<file path="src/design/xoc_pkg.sv">
package xoc_pkg;
  // ---------------------------------------------------------------
  // register map
  // ---------------------------------------------------------------
  localparam logic [3:0] ADDR_PWR     = 4'h0;
  localparam logic [3:0] ADDR_PLL     = 4'h1;
  localparam logic [3:0] ADDR_CAP     = 4'h2;
  localparam logic [3:0] ADDR_FREQ    = 4'h3;
  localparam logic [3:0] ADDR_STATUS  = 4'h4;
  localparam logic [3:0] ADDR_IRQ_SET = 4'h5;
  localparam logic [3:0] ADDR_OFFSET  = 4'h6;
  localparam logic [3:0] ADDR_PLLWORD = 4'h7;
  // ---------------------------------------------------------------
  // field positions
  // ---------------------------------------------------------------
  localparam int PWR_CLKCTL = 0;
  localparam int PWR_OSC    = 3;
  localparam int PWR_SYNTH  = 4;
  localparam int PWR_TX     = 5;
  localparam int PWR_RX     = 6;
  localparam int PLL_DITHER = 2;
  localparam int FREQ_EN    = 0;
  // ---------------------------------------------------------------
  // reset values and counts
  // ---------------------------------------------------------------
  localparam logic [7:0]  PWR_RST     = 8'h08;
  localparam logic [7:0]  PLL_RST     = 8'h00;
  localparam logic [3:0]  CAP_RST     = 4'h0;
  localparam logic [15:0] PLLWORD_RST = 16'h0000;
  localparam logic [7:0]  TAIL_PULSES = 8'hC0;
  localparam logic [7:0]  CAP_MIN_HALF_PF = 8'h11;
  localparam logic [4:0]  CLK_DIV_HALF = 5'h01;
  localparam logic [3:0]  CAL_CYCLES  = 4'hF;
  typedef enum logic [1:0] {XOC_OFF, XOC_RUN, XOC_TAIL} xoc_state_t;
endpackage : xoc_pkg

</file>
<file path="src/design/xoc_tail_counter.sv">
`timescale 1ns/10ps
module xoc_tail_counter (
  input  wire logic mclk,
  input  wire logic nrst,
  input  wire logic start,
  input  wire logic clk_fall,
  output logic      done
);
  import xoc_pkg::*;
  logic [7:0] cnt_r;
  logic [7:0] cnt_nxt;
  // counts whole output periods, one per falling edge of the host clock
  always_comb begin
    cnt_nxt = cnt_r;
    if (start) begin
      // a fall on the loading edge is already the first tail pulse
      cnt_nxt = clk_fall ? TAIL_PULSES - 8'h01 : TAIL_PULSES;
    end else if (clk_fall && cnt_r != 8'h00) begin
      cnt_nxt = cnt_r - 8'h01;
    end
  end
  always_ff @(posedge mclk) begin
    if (!nrst) cnt_r <= 8'h00;
    else       cnt_r <= cnt_nxt;
  end
  assign done = (cnt_r == 8'h00);
endmodule : xoc_tail_counter

</file>
<file path="src/design/xoc_clk_div.sv">
`timescale 1ns/10ps
module xoc_clk_div (
  input  wire logic mclk,
  input  wire logic nrst,
  input  wire logic run,
  output logic      clk_out,
  output logic      fall
);
  import xoc_pkg::*;
  logic [4:0] div_r;
  logic [4:0] div_nxt;
  logic       ph_r;
  logic       ph_nxt;
  // stops only at low phase so no runt pulse leaves
  always_comb begin
    div_nxt = div_r;
    ph_nxt  = ph_r;
    fall    = 1'b0;
    if (run || ph_r) begin
      if (div_r == CLK_DIV_HALF) begin
        div_nxt = 5'h00;
        ph_nxt  = ~ph_r;
        fall    = ph_r;
      end else begin
        div_nxt = div_r + 5'h01;
      end
    end else begin
      div_nxt = 5'h00;
    end
  end
  always_ff @(posedge mclk) begin
    if (!nrst) begin
      div_r <= 5'h00;
      ph_r  <= 1'b0;
    end else begin
      div_r <= div_nxt;
      ph_r  <= ph_nxt;
    end
  end
  assign clk_out = ph_r;
endmodule : xoc_clk_div

</file>
<file path="src/design/xoc_top.sv">
// Operation
// RL1: load cap code 0..15 maps to 8.5 pF plus 0.5 pF per step.
// RL2: clock output pin gated by clock output control, bit 0 of power word.
// RL3: clearing oscillator bit gives exactly 192 more output pulses.
// RL4: shutdown only if status was read first; host reads status first.
// RL5: any interrupt forces the oscillator on.
// RL6: interrupts cleared and status read turns oscillator off with tail.
// RL7: active interrupt keeps oscillator on despite oscillator bit clear.
// RL8: host reads status after power-on before writing oscillator bit zero.
// RL9: output disabled by control bit 0 turns off tail and auto wake.
// RL10: output disabled, rx and tx off: oscillator follows its bit only.
// RL11: transmitter bit 5 switches power amplifier on.
// RL12: synthesizer enabled while bit 4 of power word set.
// RL13: host keeps synthesizer on while transmitter or receiver on.
// RL14: host keeps oscillator on while synthesizer runs.
// RL15: synthesizer calibrates at power-up and each re-enable.
// RL16: host may recalibrate by toggling synthesizer after drift.
// RL17: dither on while pll bit 2 clear, off when set.
// RL18: with frequency control on, offset is added to pll control word.
// RL19: host may keep oscillator running for frequent radio use.
// RL20: tail counts output periods and stops only at low phase.
//
// The plain strobed port and the register offsets are this design's own decisions.
`timescale 1ns/10ps
module xoc_top (
  input  wire logic        mclk,
  input  wire logic        nrst,
  input  wire logic [3:0]  addr,
  input  wire logic [15:0] wdata,
  input  wire logic        wr_en,
  input  wire logic        rd_en,
  output logic [15:0]      rdata,
  input  wire logic        irq_in,
  output logic             host_clock_pin,
  output logic             crystal_osc_run,
  output logic [7:0]       load_cap_half_pf,
  output logic             synth_enable,
  output logic             synth_cal,
  output logic             pa_enable,
  output logic             pll_dither_en,
  output logic [15:0]      pll_ctrl_word
);
  import xoc_pkg::*;
  // ---------------------------------------------------------------
  // registers
  // ---------------------------------------------------------------
  logic [7:0]  pwr_r, pwr_nxt;
  logic [7:0]  pll_r, pll_nxt;
  logic [3:0]  cap_r, cap_nxt;
  logic [7:0]  freq_r, freq_nxt;
  logic [15:0] base_r, base_nxt;
  logic signed [7:0] off_r, off_nxt;
  logic [15:0] rdata_r, rdata_nxt;
  logic        irq_s1_r, irq_s2_r, irq_s3_r;
  logic        irq_r, irq_nxt;
  logic        sw_irq_r, sw_irq_nxt;
  logic        stat_read_r, stat_read_nxt;
  logic        synth_d_r;
  logic [3:0]  cal_r, cal_nxt;
  xoc_state_t  st_r, st_nxt;
  logic        tail_start;
  logic        tail_done;
  logic        clk_fall;
  logic        clk_raw;
  logic        irq_any;
  logic        auto_on;
  logic        want_on;
  logic        out_dis;
  logic        stat_rd;
  logic [15:0] pll_sum;

  assign out_dis = pwr_r[PWR_CLKCTL];
  assign irq_any = irq_r | sw_irq_r;
  assign stat_rd = rd_en && addr == ADDR_STATUS;
  // auto wake only while output enabled
  assign auto_on = !out_dis && irq_any; // RL5 RL7 RL9 RL10
  assign want_on = pwr_r[PWR_OSC] | auto_on;

  // ---------------------------------------------------------------
  // bus and control registers
  // ---------------------------------------------------------------
  always_comb begin
    pwr_nxt  = pwr_r;
    pll_nxt  = pll_r;
    cap_nxt  = cap_r;
    freq_nxt = freq_r;
    base_nxt = base_r;
    off_nxt  = off_r;
    sw_irq_nxt = sw_irq_r;
    if (wr_en) begin
      case (addr)
        ADDR_PWR:     pwr_nxt  = wdata[7:0];
        ADDR_PLL:     pll_nxt  = wdata[7:0];
        ADDR_CAP:     cap_nxt  = wdata[3:0];
        ADDR_FREQ:    freq_nxt = wdata[7:0];
        ADDR_IRQ_SET: sw_irq_nxt = wdata[0];
        ADDR_OFFSET:  off_nxt  = wdata[7:0];
        ADDR_PLLWORD: base_nxt = wdata;
        default:      ;
      endcase
    end
    // status read clears latched interrupts, set wins
    irq_nxt = irq_r;
    if (stat_rd) begin
      irq_nxt    = 1'b0;
      sw_irq_nxt = (wr_en && addr == ADDR_IRQ_SET) ? wdata[0] : 1'b0;
    end
    if (irq_s2_r && irq_s3_r) irq_nxt = 1'b1;
    // status must be read after the last oscillator-on request
    stat_read_nxt = stat_read_r;
    if (stat_rd) stat_read_nxt = 1'b1;
    else if (wr_en && addr == ADDR_PWR && wdata[PWR_OSC]) stat_read_nxt = 1'b0;
    rdata_nxt = 16'h0000;
    if (rd_en) begin
      case (addr)
        ADDR_PWR:     rdata_nxt = {8'h00, pwr_r};
        ADDR_PLL:     rdata_nxt = {8'h00, pll_r};
        ADDR_CAP:     rdata_nxt = {12'h000, cap_r};
        ADDR_FREQ:    rdata_nxt = {8'h00, freq_r};
        ADDR_STATUS:  rdata_nxt = {10'h000, synth_cal, crystal_osc_run,
                                   st_r == XOC_TAIL, stat_read_r, sw_irq_r, irq_r};
        ADDR_IRQ_SET: rdata_nxt = {15'h0000, sw_irq_r};
        ADDR_OFFSET:  rdata_nxt = {{8{off_r[7]}}, off_r};
        ADDR_PLLWORD: rdata_nxt = pll_ctrl_word;
        default:      rdata_nxt = 16'h0000;
      endcase
    end
  end

  // ---------------------------------------------------------------
  // oscillator and clock tail
  // ---------------------------------------------------------------
  always_comb begin
    st_nxt     = st_r;
    tail_start = 1'b0;
    case (st_r)
      XOC_OFF: if (want_on) st_nxt = XOC_RUN;
      XOC_RUN: begin
        if (!want_on) begin
          if (out_dis) begin
            st_nxt = XOC_OFF; // RL9 RL10
          end else if (stat_read_r) begin // RL4 RL6
            st_nxt     = XOC_TAIL;
            tail_start = 1'b1; // RL3
          end
        end
      end
      XOC_TAIL: begin
        if (want_on) st_nxt = XOC_RUN;
        else if (tail_done) st_nxt = XOC_OFF; // RL3
      end
      default: st_nxt = XOC_OFF;
    endcase
  end

  // ---------------------------------------------------------------
  // synthesizer, calibration, pll word
  // ---------------------------------------------------------------
  always_comb begin
    cal_nxt = cal_r;
    // rising enable restarts calibration
    if (pwr_r[PWR_SYNTH] && !synth_d_r) cal_nxt = CAL_CYCLES; // RL15
    else if (cal_r != 4'h0) cal_nxt = cal_r - 4'h1;
  end
  assign pll_sum = base_r + {{8{off_r[7]}}, off_r}; // RL18

  always_ff @(posedge mclk) begin
    if (!nrst) begin
      pwr_r       <= PWR_RST;
      pll_r       <= PLL_RST;
      cap_r       <= CAP_RST;
      freq_r      <= 8'h00;
      base_r      <= PLLWORD_RST;
      off_r       <= 8'h00;
      rdata_r     <= 16'h0000;
      irq_s1_r    <= 1'b0;
      irq_s2_r    <= 1'b0;
      irq_s3_r    <= 1'b0;
      irq_r       <= 1'b1;
      sw_irq_r    <= 1'b0;
      stat_read_r <= 1'b0;
      synth_d_r   <= 1'b0;
      cal_r       <= 4'h0;
      st_r        <= XOC_RUN;
    end else begin
      pwr_r       <= pwr_nxt;
      pll_r       <= pll_nxt;
      cap_r       <= cap_nxt;
      freq_r      <= freq_nxt;
      base_r      <= base_nxt;
      off_r       <= off_nxt;
      rdata_r     <= rdata_nxt;
      irq_s1_r    <= irq_in;
      irq_s2_r    <= irq_s1_r;
      irq_s3_r    <= irq_s2_r;
      irq_r       <= irq_nxt;
      sw_irq_r    <= sw_irq_nxt;
      stat_read_r <= stat_read_nxt;
      synth_d_r   <= pwr_r[PWR_SYNTH];
      cal_r       <= cal_nxt;
      st_r        <= st_nxt;
    end
  end

  xoc_clk_div u_div (
    .mclk    (mclk),
    .nrst    (nrst),
    .run     (st_r != XOC_OFF),
    .clk_out (clk_raw),
    .fall    (clk_fall)
  );

  xoc_tail_counter u_tail (
    .mclk     (mclk),
    .nrst     (nrst),
    .start    (tail_start),
    .clk_fall (clk_fall), // RL20
    .done     (tail_done)
  );

  // ---------------------------------------------------------------
  // outputs
  // ---------------------------------------------------------------
  assign rdata            = rdata_r;
  assign host_clock_pin   = clk_raw & !out_dis; // RL2
  assign crystal_osc_run  = st_r != XOC_OFF;
  assign load_cap_half_pf = CAP_MIN_HALF_PF + {4'h0, cap_r}; // RL1
  assign synth_enable     = pwr_r[PWR_SYNTH]; // RL12
  assign synth_cal        = cal_r != 4'h0;
  assign pa_enable        = pwr_r[PWR_TX]; // RL11
  assign pll_dither_en    = !pll_r[PLL_DITHER]; // RL17
  assign pll_ctrl_word    = freq_r[FREQ_EN] ? pll_sum : base_r; // RL18
endmodule : xoc_top

</file>
<file path="config.mk">
export PLATFORM = sky130hd
export DESIGN_NAME = xoc_top
export DESIGN_NICKNAME = d
export VERILOG_FILES = /design/src/design/xoc_pkg.sv /design/src/design/xoc_tail_counter.sv /design/src/design/xoc_clk_div.sv /design/src/design/xoc_top.sv
export SDC_FILE = /design/constraint.sdc
export NUM_CORES = 1
export LEC_CHECK = 0
export ABC_AREA = 1
export BUFFER_PORTS_ARGS = -buffer_cell sky130_fd_sc_hd__buf_2
export CORE_ASPECT_RATIO = 1.4
export CORE_MARGIN = 2
export CORE_UTILIZATION = 52
export DETAILED_ROUTE_END_ITERATION = 7
export PLACE_DENSITY = 0.76
export SLEW_MARGIN = 20
export SYNTH_ARGS = -nofsm -noshare
export SYNTH_HDL_FRONTEND = slang
export SYNTH_HIERARCHICAL = 1
export SYNTH_SLANG_ARGS = --single-unit
</file>
<file path="constraint.sdc">
create_clock -name mclk -period 1.6 [get_ports mclk]
set_input_delay 0.24 -clock mclk [delete_from_list [all_inputs] [get_ports mclk]]
set_output_delay 0.24 -clock mclk [all_outputs]
set_load 0.005 [all_outputs]
</file>
### Word-level counts from Yosys, hierarchy flattened

Index checks and enable logic that the tools add are counted.

* register bits after elaboration: 95
* logic and storage cells: 105
* output and inout bits: 46
* memories kept: 0
* bits of input ports: 25
* bits in latches: 0
* RAM bits: 0
* memory bits (read-only): 0

* $mul: 0
* add/sub/neg operators: 5
* muxes and demuxes: 26
* $lt $le $gt $ge: 0
* divide/modulo/power cells: 0
* reductions and logical operators: 35
* bitwise logic cells: 6
* equal/unequal tests: 14
* shift-type cells: 0

Operator list (count)
* $pmux 16 s8: 1
* $reduce_and 2->1: 9
* $add 16x16->16: 1
* $eq 4x3->1 const B: 4
* $mux 16: 1
* $mux 8: 2
* $mux 1: 12
* $mux 2: 6
* $reduce_bool 2->1: 6
* $eq 4x2->1 const B: 2
* $logic_and 1x1->1: 8
* $logic_not 8->1: 1
* $mux 4: 2
* $reduce_bool 8->1: 1
* $sub 8x1->8 const B: 1
* $mux 7: 1
* $add 5x4->6 const A: 1
* $ne 3x3->1 const B: 2
* $pmux 2 s3: 1
* $add 5x1->5 const B: 1
* $eq 5x1->1 const B: 1
* $eq 4x1->1 const B: 1
* $logic_not 4->1: 1
* $ne 2x2->1 const B: 2
* 13 further kinds: 18

### Longest topological paths before layout

Gate-level depths: netlist of run 1.

* depth in word-level cells: 6
* mapped depth: 12
* mapped depth without buffers: 12

### By module

The synthesis of run 1 kept the hierarchy.

By module, submodules not included
* xoc_top: sequential area each 1621.6 um^2, instances 1, area each 4419.2 um^2, cells an instance 650
* xoc_tail_counter: sequential area each 160.2 um^2, instances 1, area each 545.5 um^2, cells an instance 86
* xoc_clk_div: sequential area each 120.1 um^2, instances 1, area each 302.8 um^2, cells an instance 38

### Worst setup path after synthesis of run 1

OpenSTA, ideal clock, no wires.

* path type: register to output
* start point: reg base_r[0]
* end point: out pll_ctrl_word[8]
* path buffers: 0
* setup slack: -0.187 ns
* required time: 1.360 ns
* data arrival time: 1.547 ns
* cell stages (with the launch flop): 10
* cell sequence: dfxtp_1 ha_1 inv_1 fa_1 inv_1 nand3_1 nand2_1 a21oi_1 xor2_1 a21boi_0

* cells in the longest elaborated chain, start to end: 2

Ends and longest elaborated chain
* from (decl): line xoc_top.sv:51 `logic [15:0] base_r, base_nxt;`
* from (signal assigned): line xoc_top.sv:190 `base_r <= base_nxt;`
* $add 16x16->16: line xoc_top.sv:165 `assign pll_sum = base_r + {{8{off_r[7]}}, off_r};`
* $mux 16: line xoc_top.sv:232 `assign pll_ctrl_word = freq_r[FREQ_EN] ? pll_sum : base_r;`
* to (decl): line xoc_top.sv:41 `output logic [15:0] pll_ctrl_word`

Every way passes these cells.

### Final worst setup path of run 1

* start point: reg off_r[7]
* end point: out pll_ctrl_word[13]

* cells in the longest elaborated chain, start to end: 2

Ends and longest elaborated chain
* from (decl): line xoc_top.sv:52 `logic signed [7:0] off_r, off_nxt;`
* from (signal assigned): line xoc_top.sv:191 `off_r <= off_nxt;`
* $add 16x16->16: line xoc_top.sv:165
* $mux 16: line xoc_top.sv:232

Every way passes these cells.

==> run summary, run 1 <==
first-pass GRT wire length - 24,700 um
row count - 43
Final Setup Violations - 30
H-Tree Depth - 3
largest net degree at the start of global routing - 38
CTS tree - built
reg2reg start - off_r[7]$_SDFFE_PN0P_
flops & latches, synth - 95
number of nets in the layout - 948
reg-to-reg critical path endpoint - rdata[13]$_SDFF_PN0_
Post-Syn Area - 5270 um^2
R2R depth - 11
Post-Synth XOR/XNOR Area - 1.66%
port buffer count - 68
Pwr per Cell Area - 757 nW/um^2
Die Footprint - 11,000 um^2
Pleak - 3.21 nW
Final Cycle Share - 150%
via count - 5,635
Worst-Margin Slew - 0.524 ns
compound-gate portion of the synthesized area - 18.3%
Die X - 89.1 um
layout cells sized above 1 - 38.2%
cell taking the most area after synthesis - dfxtp_1
drt wl/cell - 16.1 um
CTS buffer count - 9
Pwr Total - 0.00553 W
Max Freq - 416 MHz
Tmin final - 2.41 ns
worst hold start - irq_in
Synth Area in Simple Gates - 26.4%
Layout Utilization - 73.7%
flop2flop setup slack - -0.45 ns
worst setup path class - reg2out
vias in the first global route - 5,377
Place WS - -0.351 ns
post-synthesis adder-cell area fraction - 5.61%
Die Y - 123 um
Area Growth Syn to Fin - 38.6%
CTS sink count - 95
setup_tns - -11.74 ns
Starting Density - 53.2%
routability cong. - 0.930
DP Area - 6250 um^2
hold endpoint - irq_s1_r$_SDFF_PN0_
clock-pin transition on the worst setup and hold timing paths - 0.07 ns
# diodes - 0
Worst Path Arrival - 2.17 ns
maxcap violations - 0
initial antenna violation count - 0
ys async rst share - 0%
Final Hold Fails - 0
Crit path max-delay family - simple AND/OR/NAND/NOR gates
CP max stage cell - dfxtp_4
number of nets with antenna violations after routing - 0
grt ovf - 0
post-synthesis mux area share - 0%
GRT Total Usage - 29.1%
Residual DRC - 0
worst skew pair latency - 0.35 ns
Ports - 71
Root Driver - clkbuf_16
hold depth - 3
core region area - 9900 um^2
run status - finished with violations
via/cell ratio - 5.42
Pins Over Slew Limit - 0
Post-synth top flop - dfxtp_1
RSZ-0062 raised after global routing - yes
biggest cell delay along the critical path - 0.40 ns
mean post-synth cell area - 6.81 um^2
Worst Path Max Fanout - 6
final worst slack - -0.806 ns
Slew HR - 64.8%
Iteration-0 DRC Markers - 346
maximum vdd drop - 0.000812 V
register area share after synthesis - 36.1%
design area - 7300 um^2
Setup crit start kind - flip-flop
clk buf depth - 2
Pre-Repair DR Iteration Count - 6
Post-synth EDFFs - 0
unique cell type count in the Yosys netlist - 47
synth top area cells - dfxtp_1 (36%), nand2_1 (12%), inv_1 (9.0%), a21oi_1 (8.7%), ha_1 (5.2%)
Critical Path RT - 1.36 ns
failing checks - negative setup slack
worst min path class - in2reg
worst path cell trace - buf_6 -> ha_4 -> nand2_4 -> nor3_2 -> nand2_1 -> nand3_1 -> nand3_2 -> and2_4 -> buf_6
post-synth top area share - 36.1%
WP buf/inv - 2
fill count - 778
Max Clock Skew - 0.00901 ns
Mapped Cells - 774
Yosys warnings - 6
drt total wl - 16,700 um
Setup crit end kind - output pin
largest family of logic cells by synthesized area - simple AND/OR/NAND/NOR gates
post-detail-place hpwl - 11,600 um
Most common cell on crit path - buf_6
-- cell type report --
type	count	area (um^2)	share of cell area (%)
multi-input combinational	524	3450	47.3
timing repair buffer	136	938	12.9
tap	135	169	2.31
inverter	134	513	7.03
sequential	95	1930	26.4
clock buffer	9	225	3.09
clock inverter	7	78.8	1.08
-- layer usage --
metal	GRT usage [%]	share of wire, %	up-vias
met5	0	0	-
met4	16.5	5.1	0
met3	4.67	4.8	50
met2	52.5	53	188
met1	31.5	37	2640
li1	-	-	2757
-- cells in the mapped netlist (2+ instances only) --
master / number
clkbuf_1: 9
o211ai_1: 4
a21oi_1: 92
a221oi_1: 3
o21a_1: 2
inv_1: 127
dfxtp_1: 95
buf_2: 8
nand2_2: 9
buf_4: 3
inv_2: 4
ha_1: 22
nand3_2: 2
nor2_1: 44
o22ai_1: 11
xor2_1: 5
xnor2_1: 5
nor2_4: 3
nor2_2: 10
and2_1: 7
nand2_1: 164
nand3_1: 54
a31oi_1: 2
a211oi_1: 3
nor3_1: 8
o21ai_0: 50
o21ai_1: 4
nand2_4: 2
nand4_1: 4
-- stage by stage --
stage | hold slack (ns) | cells
after CTS | 0.0765 | 1040
after detailed placement | 0.404 | 1009
after global placement | 0.394 | 1009
after floorplan | 0.338 | 775
after global routing | 0.0882 | 1040
final | 0.0750 | 1040
-- layout by cell type (no fill, tap or decap), types with 18 or more instances in the layout --
master / count
buf_2: 65
a21oi_1: 74
inv_1: 108
nand2_2: 44
nand3_1: 31
o21ai_0: 45
dfxtp_1: 78
nand2_1: 120
inv_2: 22
buf_4: 52
buf_6: 18
nor2_1: 38
nand3_2: 20
-- flip-flops by register name, indices dropped and copies added, names as in the netlist --
signal,flops
freq_r,8
irq_r,1
pwr_r,8
sw_irq_r,1
st_r,2
synth_d_r,1
cap_r,4
u_div/div_r,5
base_r,16
irq_s3_r,1
u_tail/cnt_r,8
u_div/clk_out,1
rdata,16
off_r,8
cal_r,4
irq_s1_r,1
pll_r,8
stat_read_r,1
irq_s2_r,1
-- logic make-up after synthesis --
kind of cell,Yosys count
and+or+nand+nor,312
buffers and inverters,156
adders and majority gates,23
AOI/OAI and AO/OA,177
other,1
xor gates and xnor gates,10
DFF,95
-- where the power goes --
part | switching (W) | internal (W) | total [W]
clock network | 0.00104 | 0.00111 | 0.00214
registers | 0.0000667 | 0.00245 | 0.00251
logic | 0.000506 | 0.000360 | 0.000866
-- what timing repair did --
action / 4_1_cts / 5_1_grt
cloned: 0 / 0
buffers inserted: 20 / 10
resized for setup: 94 / 93
setup endpoints to repair: 36 / 40
pin swaps: 44 / 60
hold buffers: 0 / 0
-- worst reg2reg max path: cells and delay by family (launching register included) --
| family | cells | cell delay [ns] |
|---|---|---|
| compound gates | 1 | 0.07 |
| fa+ha+maj | 1 | 0.31 |
| buf+inv | 3 | 0.44 |
| flops | 1 | 0.40 |
| simple gates | 6 | 0.71 |
-- how the worst max path moves through the flow --
stage                            from           endpoint  depth (start not counted)
4_1_cts         off_r[7]$_SDFFE_PN0P_  pll_ctrl_word[15]                         12
6_report        off_r[7]$_SDFFE_PN0P_  pll_ctrl_word[13]                          9
2_1_floorplan   off_r[0]$_SDFFE_PN0P_  pll_ctrl_word[12]                         11
5_1_grt         off_r[7]$_SDFFE_PN0P_  pll_ctrl_word[13]                         12
3_5_place_dp   base_r[5]$_SDFFE_PN0P_  pll_ctrl_word[15]                         11
3_3_place_gp   base_r[5]$_SDFFE_PN0P_   pll_ctrl_word[7]                          9
No activity file was read; power rests on OpenSTA's default activity.
==> run 2: changes to the inputs <==
--- a/constraint.sdc
+++ b/constraint.sdc
@@ -3,2 +3,2 @@
 set_output_delay 0.24 -clock mclk [all_outputs]
-set_load 0.005 [all_outputs]
+set_load 0.02 [all_outputs]
==> run 2 against run 1 <==
Compared with the run above: the flow still finishes with violations (negative setup slack); wire length is 1.6% higher; clock-buffer cell count stayed put; hold slack worse by 0.0011 ns; combinational power is 7.7% higher; utilization is 2.2 points higher; final area is 3.0% higher; first-iteration DRC count is 4.9% higher; clock skew is 0.0043 ns higher; power hardly changed; critical endpoint is now pll_ctrl_word[10]; largest power group unchanged; highest routed layer unchanged.
==> run summary, run 2 (synthesis gave the netlist of run 1 again) <==
run status - finished with violations
failing checks - negative setup slack
Pre-Repair DR Iteration Count - 7 (+1)
Worst Path Max Fanout - 5 (-1)
routability cong. - 0.905 (-2.7%)
Die X - 89.1 um (unchanged)
H-Tree Depth - 3 (unchanged)
clock-pin transition on the worst setup and hold timing paths - 0.08 ns (about the same)
CTS sink count - 95 (unchanged)
Ports - 71 (unchanged)
row count - 43 (unchanged)
core region area - 9900 um^2 (unchanged)
worst skew pair latency - 0.35 ns (about the same)
Layout Utilization - 75.9% (+2.2 points)
RSZ-0062 raised after global routing - yes
grt met1 use - 30.5% (-0.97 points)
Area Growth Syn to Fin - 42.7%
clk buf depth - 2 (unchanged)
sw power - 0.00162 W (+0.83%)
drt total wl - 17,000 um (+1.6%)
WP buf/inv - 6 (+4)
Die Footprint - 11,000 um^2 (unchanged)
via count - 5,730 (+1.7%)
post-detail-place hpwl - 11,700 um (+0.63%)
GR Util met2 - 53.1% (+0.61 points)
worst path cell trace - buf_12 -> ha_4 -> buf_12 -> nand2_4 -> inv_2 -> nand2_2 -> buf_4 -> inv_2 -> nand2_2 -> nand2_1 -> nand2_1 -> nand3_2 -> and2_4 -> buf_6
drt wl/cell - 16.4 um (+2.0%)
CTS buffer count - 9 (unchanged)
Max Freq - 419 MHz (+0.71%)
largest net degree at the start of global routing - 33 (-13%)
Iteration-0 DRC Markers - 363 (+4.9%)
Crit path max-delay family - buffers and inverters
Die Y - 123 um (unchanged)
GRT Total Usage - 29.4% (+0.34 points)
port buffer count - 68 (unchanged)
worst setup path class - reg2out
initial antenna violation count - 0 (unchanged)
combinational share of power - 16.9% (+1.2 points)
hold_ws - 0.0739 ns (-0.00110 ns)
via/cell ratio - 5.53 (+2.1%)
Worst Path Arrival - 2.15 ns (-0.02 ns)
fill count - 753 (-3.2%)
switching portion of total power - 29.4% (+0.26 points)
commonest non-fill, non-tap cell in the layout - nand2_1
maximum vdd drop - 0.000926 V (+14%)
CP max stage cell - dfxtp_4
Setup crit end kind - output pin
Starting Density - 53.2% (unchanged)
Worst-Margin Slew - 0.952 ns (+0.428 ns)
Post-CTS Hold Buffers - 0 (unchanged)
most frequent cells in the layout - nand2_1 (117), inv_1 (106), dfxtp_1 (76)
number of nets in the layout - 944 (-0.42%)
grt peak-use layer - met2
grt ovf - 0 (unchanged)
Final Hold Fails - 0 (unchanged)
number of nets with antenna violations after routing - 0 (unchanged)
P_int - 0.00390 W (-0.42%)
Final Setup Violations - 30 (unchanged)
Pwr per Cell Area - 735 nW/um^2 (-2.9%)
Slew HR - 36.4% (-28 points)
Critical Path RT - 1.36 ns (about the same)
first-pass GRT wire length - 24,600 um (-0.39%)
clock share of power - 37.6% (-1.2 points)
layout cells sized above 1 - 40.1% (+1.8 points)
final worst slack - -0.789 ns (+0.0169 ns)
vias in the first global route - 5,387 (+0.19%)
Setup crit start kind - flip-flop
Root Driver - clkbuf_16
# diodes - 0 (unchanged)
maxcap violations - 0 (unchanged)
Final Cycle Share - 149% (-1.1 points)
CTS tree - built
worst min path class - in2reg
Reg power frac - 45.5% (about the same)
Pleak - 3.28 nW (+2.2%)
Tmin final - 2.39 ns (-0.0169 ns)
Pins Over Slew Limit - 0 (unchanged)
Residual DRC - 0 (unchanged)
met3 Resource Use GR - 6.14% (+1.5 points)
biggest cell delay along the critical path - 0.36 ns (-0.04 ns)
Max Clock Skew - 0.0133 ns (+0.00427 ns)
-- run 2: cell count changes in the layout (fill, tap and decap cells not counted), moves of 3 or more --
cell,change
buf_12,+3
nand3_4,+3
buf_6,+7
nand2_2,-3
and2_4,+4
nand3_2,-3
and2_1,-4
nand2_4,+6
nand2_1,-3
buf_2,-14
-- run 2: per-layer routing --
layer / part of all wire (%) / vias up
met1: 35 / 2654
met4: 5.9 / 0
met5: 0 / -
li1: - / 2745
met3: 5.1 / 89
met2: 53 / 242
-- run 2: what timing repair did --
item,4_1_cts,5_1_grt
cloned,0,0
pin swaps,35,49
resized for setup,115,109
buffers inserted,14,9
setup endpoints to repair,32,41
-- run 2: through the flow --
step	instances	setup slack, ns	instance area [um^2]	TNS, ns	power, W
finish	1036	-0.789	7520	-12.96	0.00552
global route	1036	-0.874	7520	-15.13	0.00574
CTS	1031	-0.677	7050	-11.37	0.00544
detailed placement	1001	-0.395	6270	-6.59	0.00331
global placement	1001	-0.352	6270	-5.64	0.00327
floorplan	775	-0.178	5510	-0.741	0.00305
-- run 2: power groups by stage --
stage	registers [W]	clock network (W)	logic, W
2_1_floorplan	0.00255	0	0.000497
3_3_place_gp	0.00256	0	0.000718
3_5_place_dp	0.00256	0	0.000752
4_1_cts	0.00251	0.00210	0.000831
5_1_grt	0.00252	0.00219	0.00102
6_report	0.00251	0.00208	0.000933
-- run 2: path summary, 6_finish.rpt --
path	to	start	slack, ns	cells past startpoint
min reg2reg	irq_s3_r$_SDFF_PN0_	irq_s2_r$_SDFF_PN0_	0.43	2
max reg2reg	rdata[14]$_SDFF_PN0_	off_r[7]$_SDFFE_PN0P_	-0.42	15
min	irq_s1_r$_SDFF_PN0_	irq_in	0.07	3
max	pll_ctrl_word[10]	off_r[7]$_SDFFE_PN0P_	-0.79	14
-- run 2: worst register-to-register path, stage by stage, from the launching register on --
cell,delay [ns]
dfxtp_4,0.36
buf_12,0.14
ha_4,0.25
buf_12,0.13
nand2_4,0.05
inv_2,0.05
nand2_2,0.07
nand2_2,0.06
a21oi_2,0.16
nand2_1,0.07
nand2_1,0.07
nand3_2,0.10
buf_6,0.13
buf_6,0.11
nand3_4,0.07
a21oi_2,0.05
-- run 2: area by class of cell --
type	instances	area [um^2]	area share, %
Sequential cell	95	1930	25.7
Tap cell	135	169	2.25
Inverter	134	515	6.86
Clock buffer	9	225	3.00
Multi-Input combinational cell	524	3600	47.9
Clock inverter	7	63.8	0.849
Timing Repair Buffer	132	1010	13.4
==> run 3: changes to the inputs <==
SYNTH_HIERARCHICAL = unset   (was 1)
==> run 3 against run 2 <==
Compared with the run above: flip-flop and latch count did not move; critical path depth down 4; setup slack improved by 0.061 ns; final area fell by 5.2%; the flow still finishes with violations (negative setup slack); clock-buffer cell count stayed put; clock power increased by 10%; largest power group unchanged; combinational power rose by 0.4%; highest routed layer unchanged; sequential share of layout area rose by 1.3 points; final cell count down 3.1%; die area fell by 0.77%; synthesized cell count fell by 3.7%.
==> run summary, run 3 <==
run status - finished with violations
failing checks - negative setup slack
Die X - 88.7 um (-0.38%)
Worst Path Max Fanout - 5 (unchanged)
fill count - 743 (-1.3%)
via/cell ratio - 5.46 (-1.2%)
core region area - 9850 um^2 (-0.54%)
cell taking the most area after synthesis - dfxtp_1
Setup crit start kind - flip-flop
Worst Path Arrival - 2.09 ns (-0.06 ns)
maxcap violations - 0 (unchanged)
Tmin final - 2.33 ns (-0.0606 ns)
placed insts - 966 (-3.5%)
routability cong. - 0.907 (+0.28%)
Setup crit end kind - output pin
Ports - 71 (unchanged)
Mapped Cells - 745 (-3.7%)
Root Driver - clkbuf_16
Critical Path RT - 1.36 ns (about the same)
Layout Utilization - 72.4% (-3.5 points)
most frequent cells in the layout - inv_1 (108), nand2_1 (106), dfxtp_1 (79)
maximum vdd drop - 0.000993 V (+7.2%)
Die Footprint - 10,900 um^2 (-0.77%)
flops & latches, synth - 95 (unchanged)
number of nets with antenna violations after routing - 0 (unchanged)
commonest non-fill, non-tap cell in the layout - inv_1
Post-synth EDFFs - 0 (unchanged)
Residual DRC - 0 (unchanged)
post-detail-place hpwl - 11,200 um (-4.5%)
GRT Total Usage - 29.3% (-0.16 points)
clock-pin transition on the worst setup and hold timing paths - 0.08 ns (about the same)
Pwr per Cell Area - 806 nW/um^2 (+9.8%)
vias in the first global route - 5,383 (-0.074%)
multi-input logic area - 3260 um^2 (-9.4%)
Post-synth top flop - dfxtp_1
CTS sink count - 95 (unchanged)
port buffer count - 68 (unchanged)
initial antenna violation count - 0 (unchanged)
register area share after synthesis - 36.4% (+0.29 points)
via count - 5,485 (-4.3%)
post-synth top area share - 36.4% (+0.29 points)
top cells by count, synth - nand2_1 (141), inv_1 (123), dfxtp_1 (95), a21oi_1 (86), o21ai_0 (50)
# diodes - 0 (unchanged)
layout cells sized above 1 - 36.7% (-3.4 points)
drt total wl - 16,400 um (-3.7%)
clk buf depth - 2 (unchanged)
largest net degree at the start of global routing - 28 (-15%)
Final Hold Fails - 0 (unchanged)
worst skew pair latency - 0.35 ns (about the same)
H-Tree Depth - 3 (unchanged)
Area Growth Syn to Fin - 36.4%
Pre-Repair DR Iteration Count - 5 (-2)
drt wl/cell - 16.3 um (-0.60%)
Pins Over Slew Limit - 0 (unchanged)
Iteration-0 DRC Markers - 342 (-5.8%)
ys async rst share - 0% (unchanged)
RSZ-0062 raised after global routing - yes
CTS tree - built
Die Y - 123 um (-0.39%)
final worst slack - -0.729 ns (+0.0606 ns)
Max Clock Skew - 0.00669 ns (-0.00659 ns)
Max Freq - 429 MHz (+2.6%)
Register Area - 1920 um^2 (-0.45%)
final std cells w/o fill - 1,004 (-3.1%)
worst min path class - in2reg
CTS buffer count - 9 (unchanged)
number of nets in the layout - 912 (-3.4%)
worst setup path class - reg2out
row count - 43 (unchanged)
Pleak - 3.20 nW (-2.6%)
first-pass GRT wire length - 24,700 um (+0.42%)
mean post-synth cell area - 7.01 um^2 (+3.1%)
Yosys warnings - 0 (-6)
Final Cycle Share - 146% (-3.8 points)
grt ovf - 0 (unchanged)
Post-Syn Area - 5230 um^2 (-0.81%)
synth top area cells - dfxtp_1 (36%), nand2_1 (10%), inv_1 (8.8%), a21oi_1 (8.2%), ha_1 (5.3%)
Starting Density - 53.1% (-0.14 points)
cell with the most instances after synthesis - nand2_1
Final Setup Violations - 29 (-3.3%)
design area - 7130 um^2 (-5.2%)
unique cell type count in the Yosys netlist - 48 (+2.1%)
DP Area - 6170 um^2 (-1.7%)
==> run 3: final timing paths <==
| check | startpoint | end | slack (ns) | cells after the start |
|---|---|---|---|---|
| setup / recovery | off_r[7]$_SDFFE_PN0P_ | pll_ctrl_word[14] | -0.73 | 10 |
| hold / removal | irq_in | irq_s1_r$_SDFF_PN0_ | 0.08 | 3 |
| setup reg to reg | off_r[4]$_SDFFE_PN0P_ | rdata[7]$_SDFF_PN0_ | -0.56 | 13 |
| hold reg to reg | irq_s1_r$_SDFF_PN0_ | irq_s2_r$_SDFF_PN0_ | 0.42 | 2 |
==> run 3: power breakdown <==
group          total, W  switching, W  leakage [nW]  internal [W]
Clock           0.00229       0.00104         0.150       0.00125
Combinational  0.000937      0.000578          2.27      0.000359
Sequential      0.00252     0.0000655         0.777       0.00246
Total           0.00575       0.00168          3.20       0.00407
==> run 3: logic make-up (layout without fill, tap and decap cells) <==
group	count (synthesis)	in the layout	share of synthesized area, %
xor gates and xnor gates	12	12	2.01
other	1	2	0.0718
buffers and inverters	156	279	12.5
adders and majority gates	23	23	5.65
DFF	95	95	36.4
and+or+nand+nor	276	276	24.1
AOI/OAI and AO/OA	182	182	19.3
==> run 3: final cells by class <==
class	instances	share of cell area [%]
Inverter	131	6.99
Sequential cell	95	27.0
Clock buffer	9	3.16
Multi-Input combinational cell	495	45.8
Tap cell	135	2.37
Clock inverter	7	1.21
Timing Repair Buffer	132	13.5
==> run 3: timing repair <==
action / 4_1_cts / 5_1_grt
endpoints found under the setup margin: 31 / 37
buffers inserted: 15 / 8
hold buffers: 0 / 0
pin swaps: 48 / 37
gates resized for setup: 95 / 50
==> run 3: routing by layer <==
| layer | vias to the layer above | part of all wire (%) | global-route usage, % |
|---|---|---|---|
| met3 | 52 | 4.0 | 3.77 |
| li1 | 2665 | - | - |
| met1 | 2572 | 37 | 31.0 |
| met4 | 0 | 4.1 | 18.0 |
| met2 | 196 | 55 | 53.3 |
| met5 | - | 0 | 0 |
==> run 3: through the flow <==
stage                     setup WS, ns  hold slack [ns]  power [W]  TNS, ns
after floorplan                 -0.178            0.338    0.00312   -0.872
after global placement          -0.368            0.394    0.00333    -4.67
after detailed placement        -0.398            0.406    0.00339    -5.24
after CTS                       -0.672           0.0726    0.00570   -10.70
after global routing            -0.783           0.0994    0.00597   -13.84
final                           -0.729           0.0773    0.00575   -11.83
==> run 3: critical path, cell delays in order, from the launching register on <==
cell and delay, ns:
dfxtp_4 0.36, buf_12 0.14, ha_4 0.25, a21oi_1 0.23, nand2_2 0.10, a21oi_4 0.14
nand2_1 0.07, nand2_1 0.07, nand3_2 0.09, and2_4 0.16, buf_6 0.12
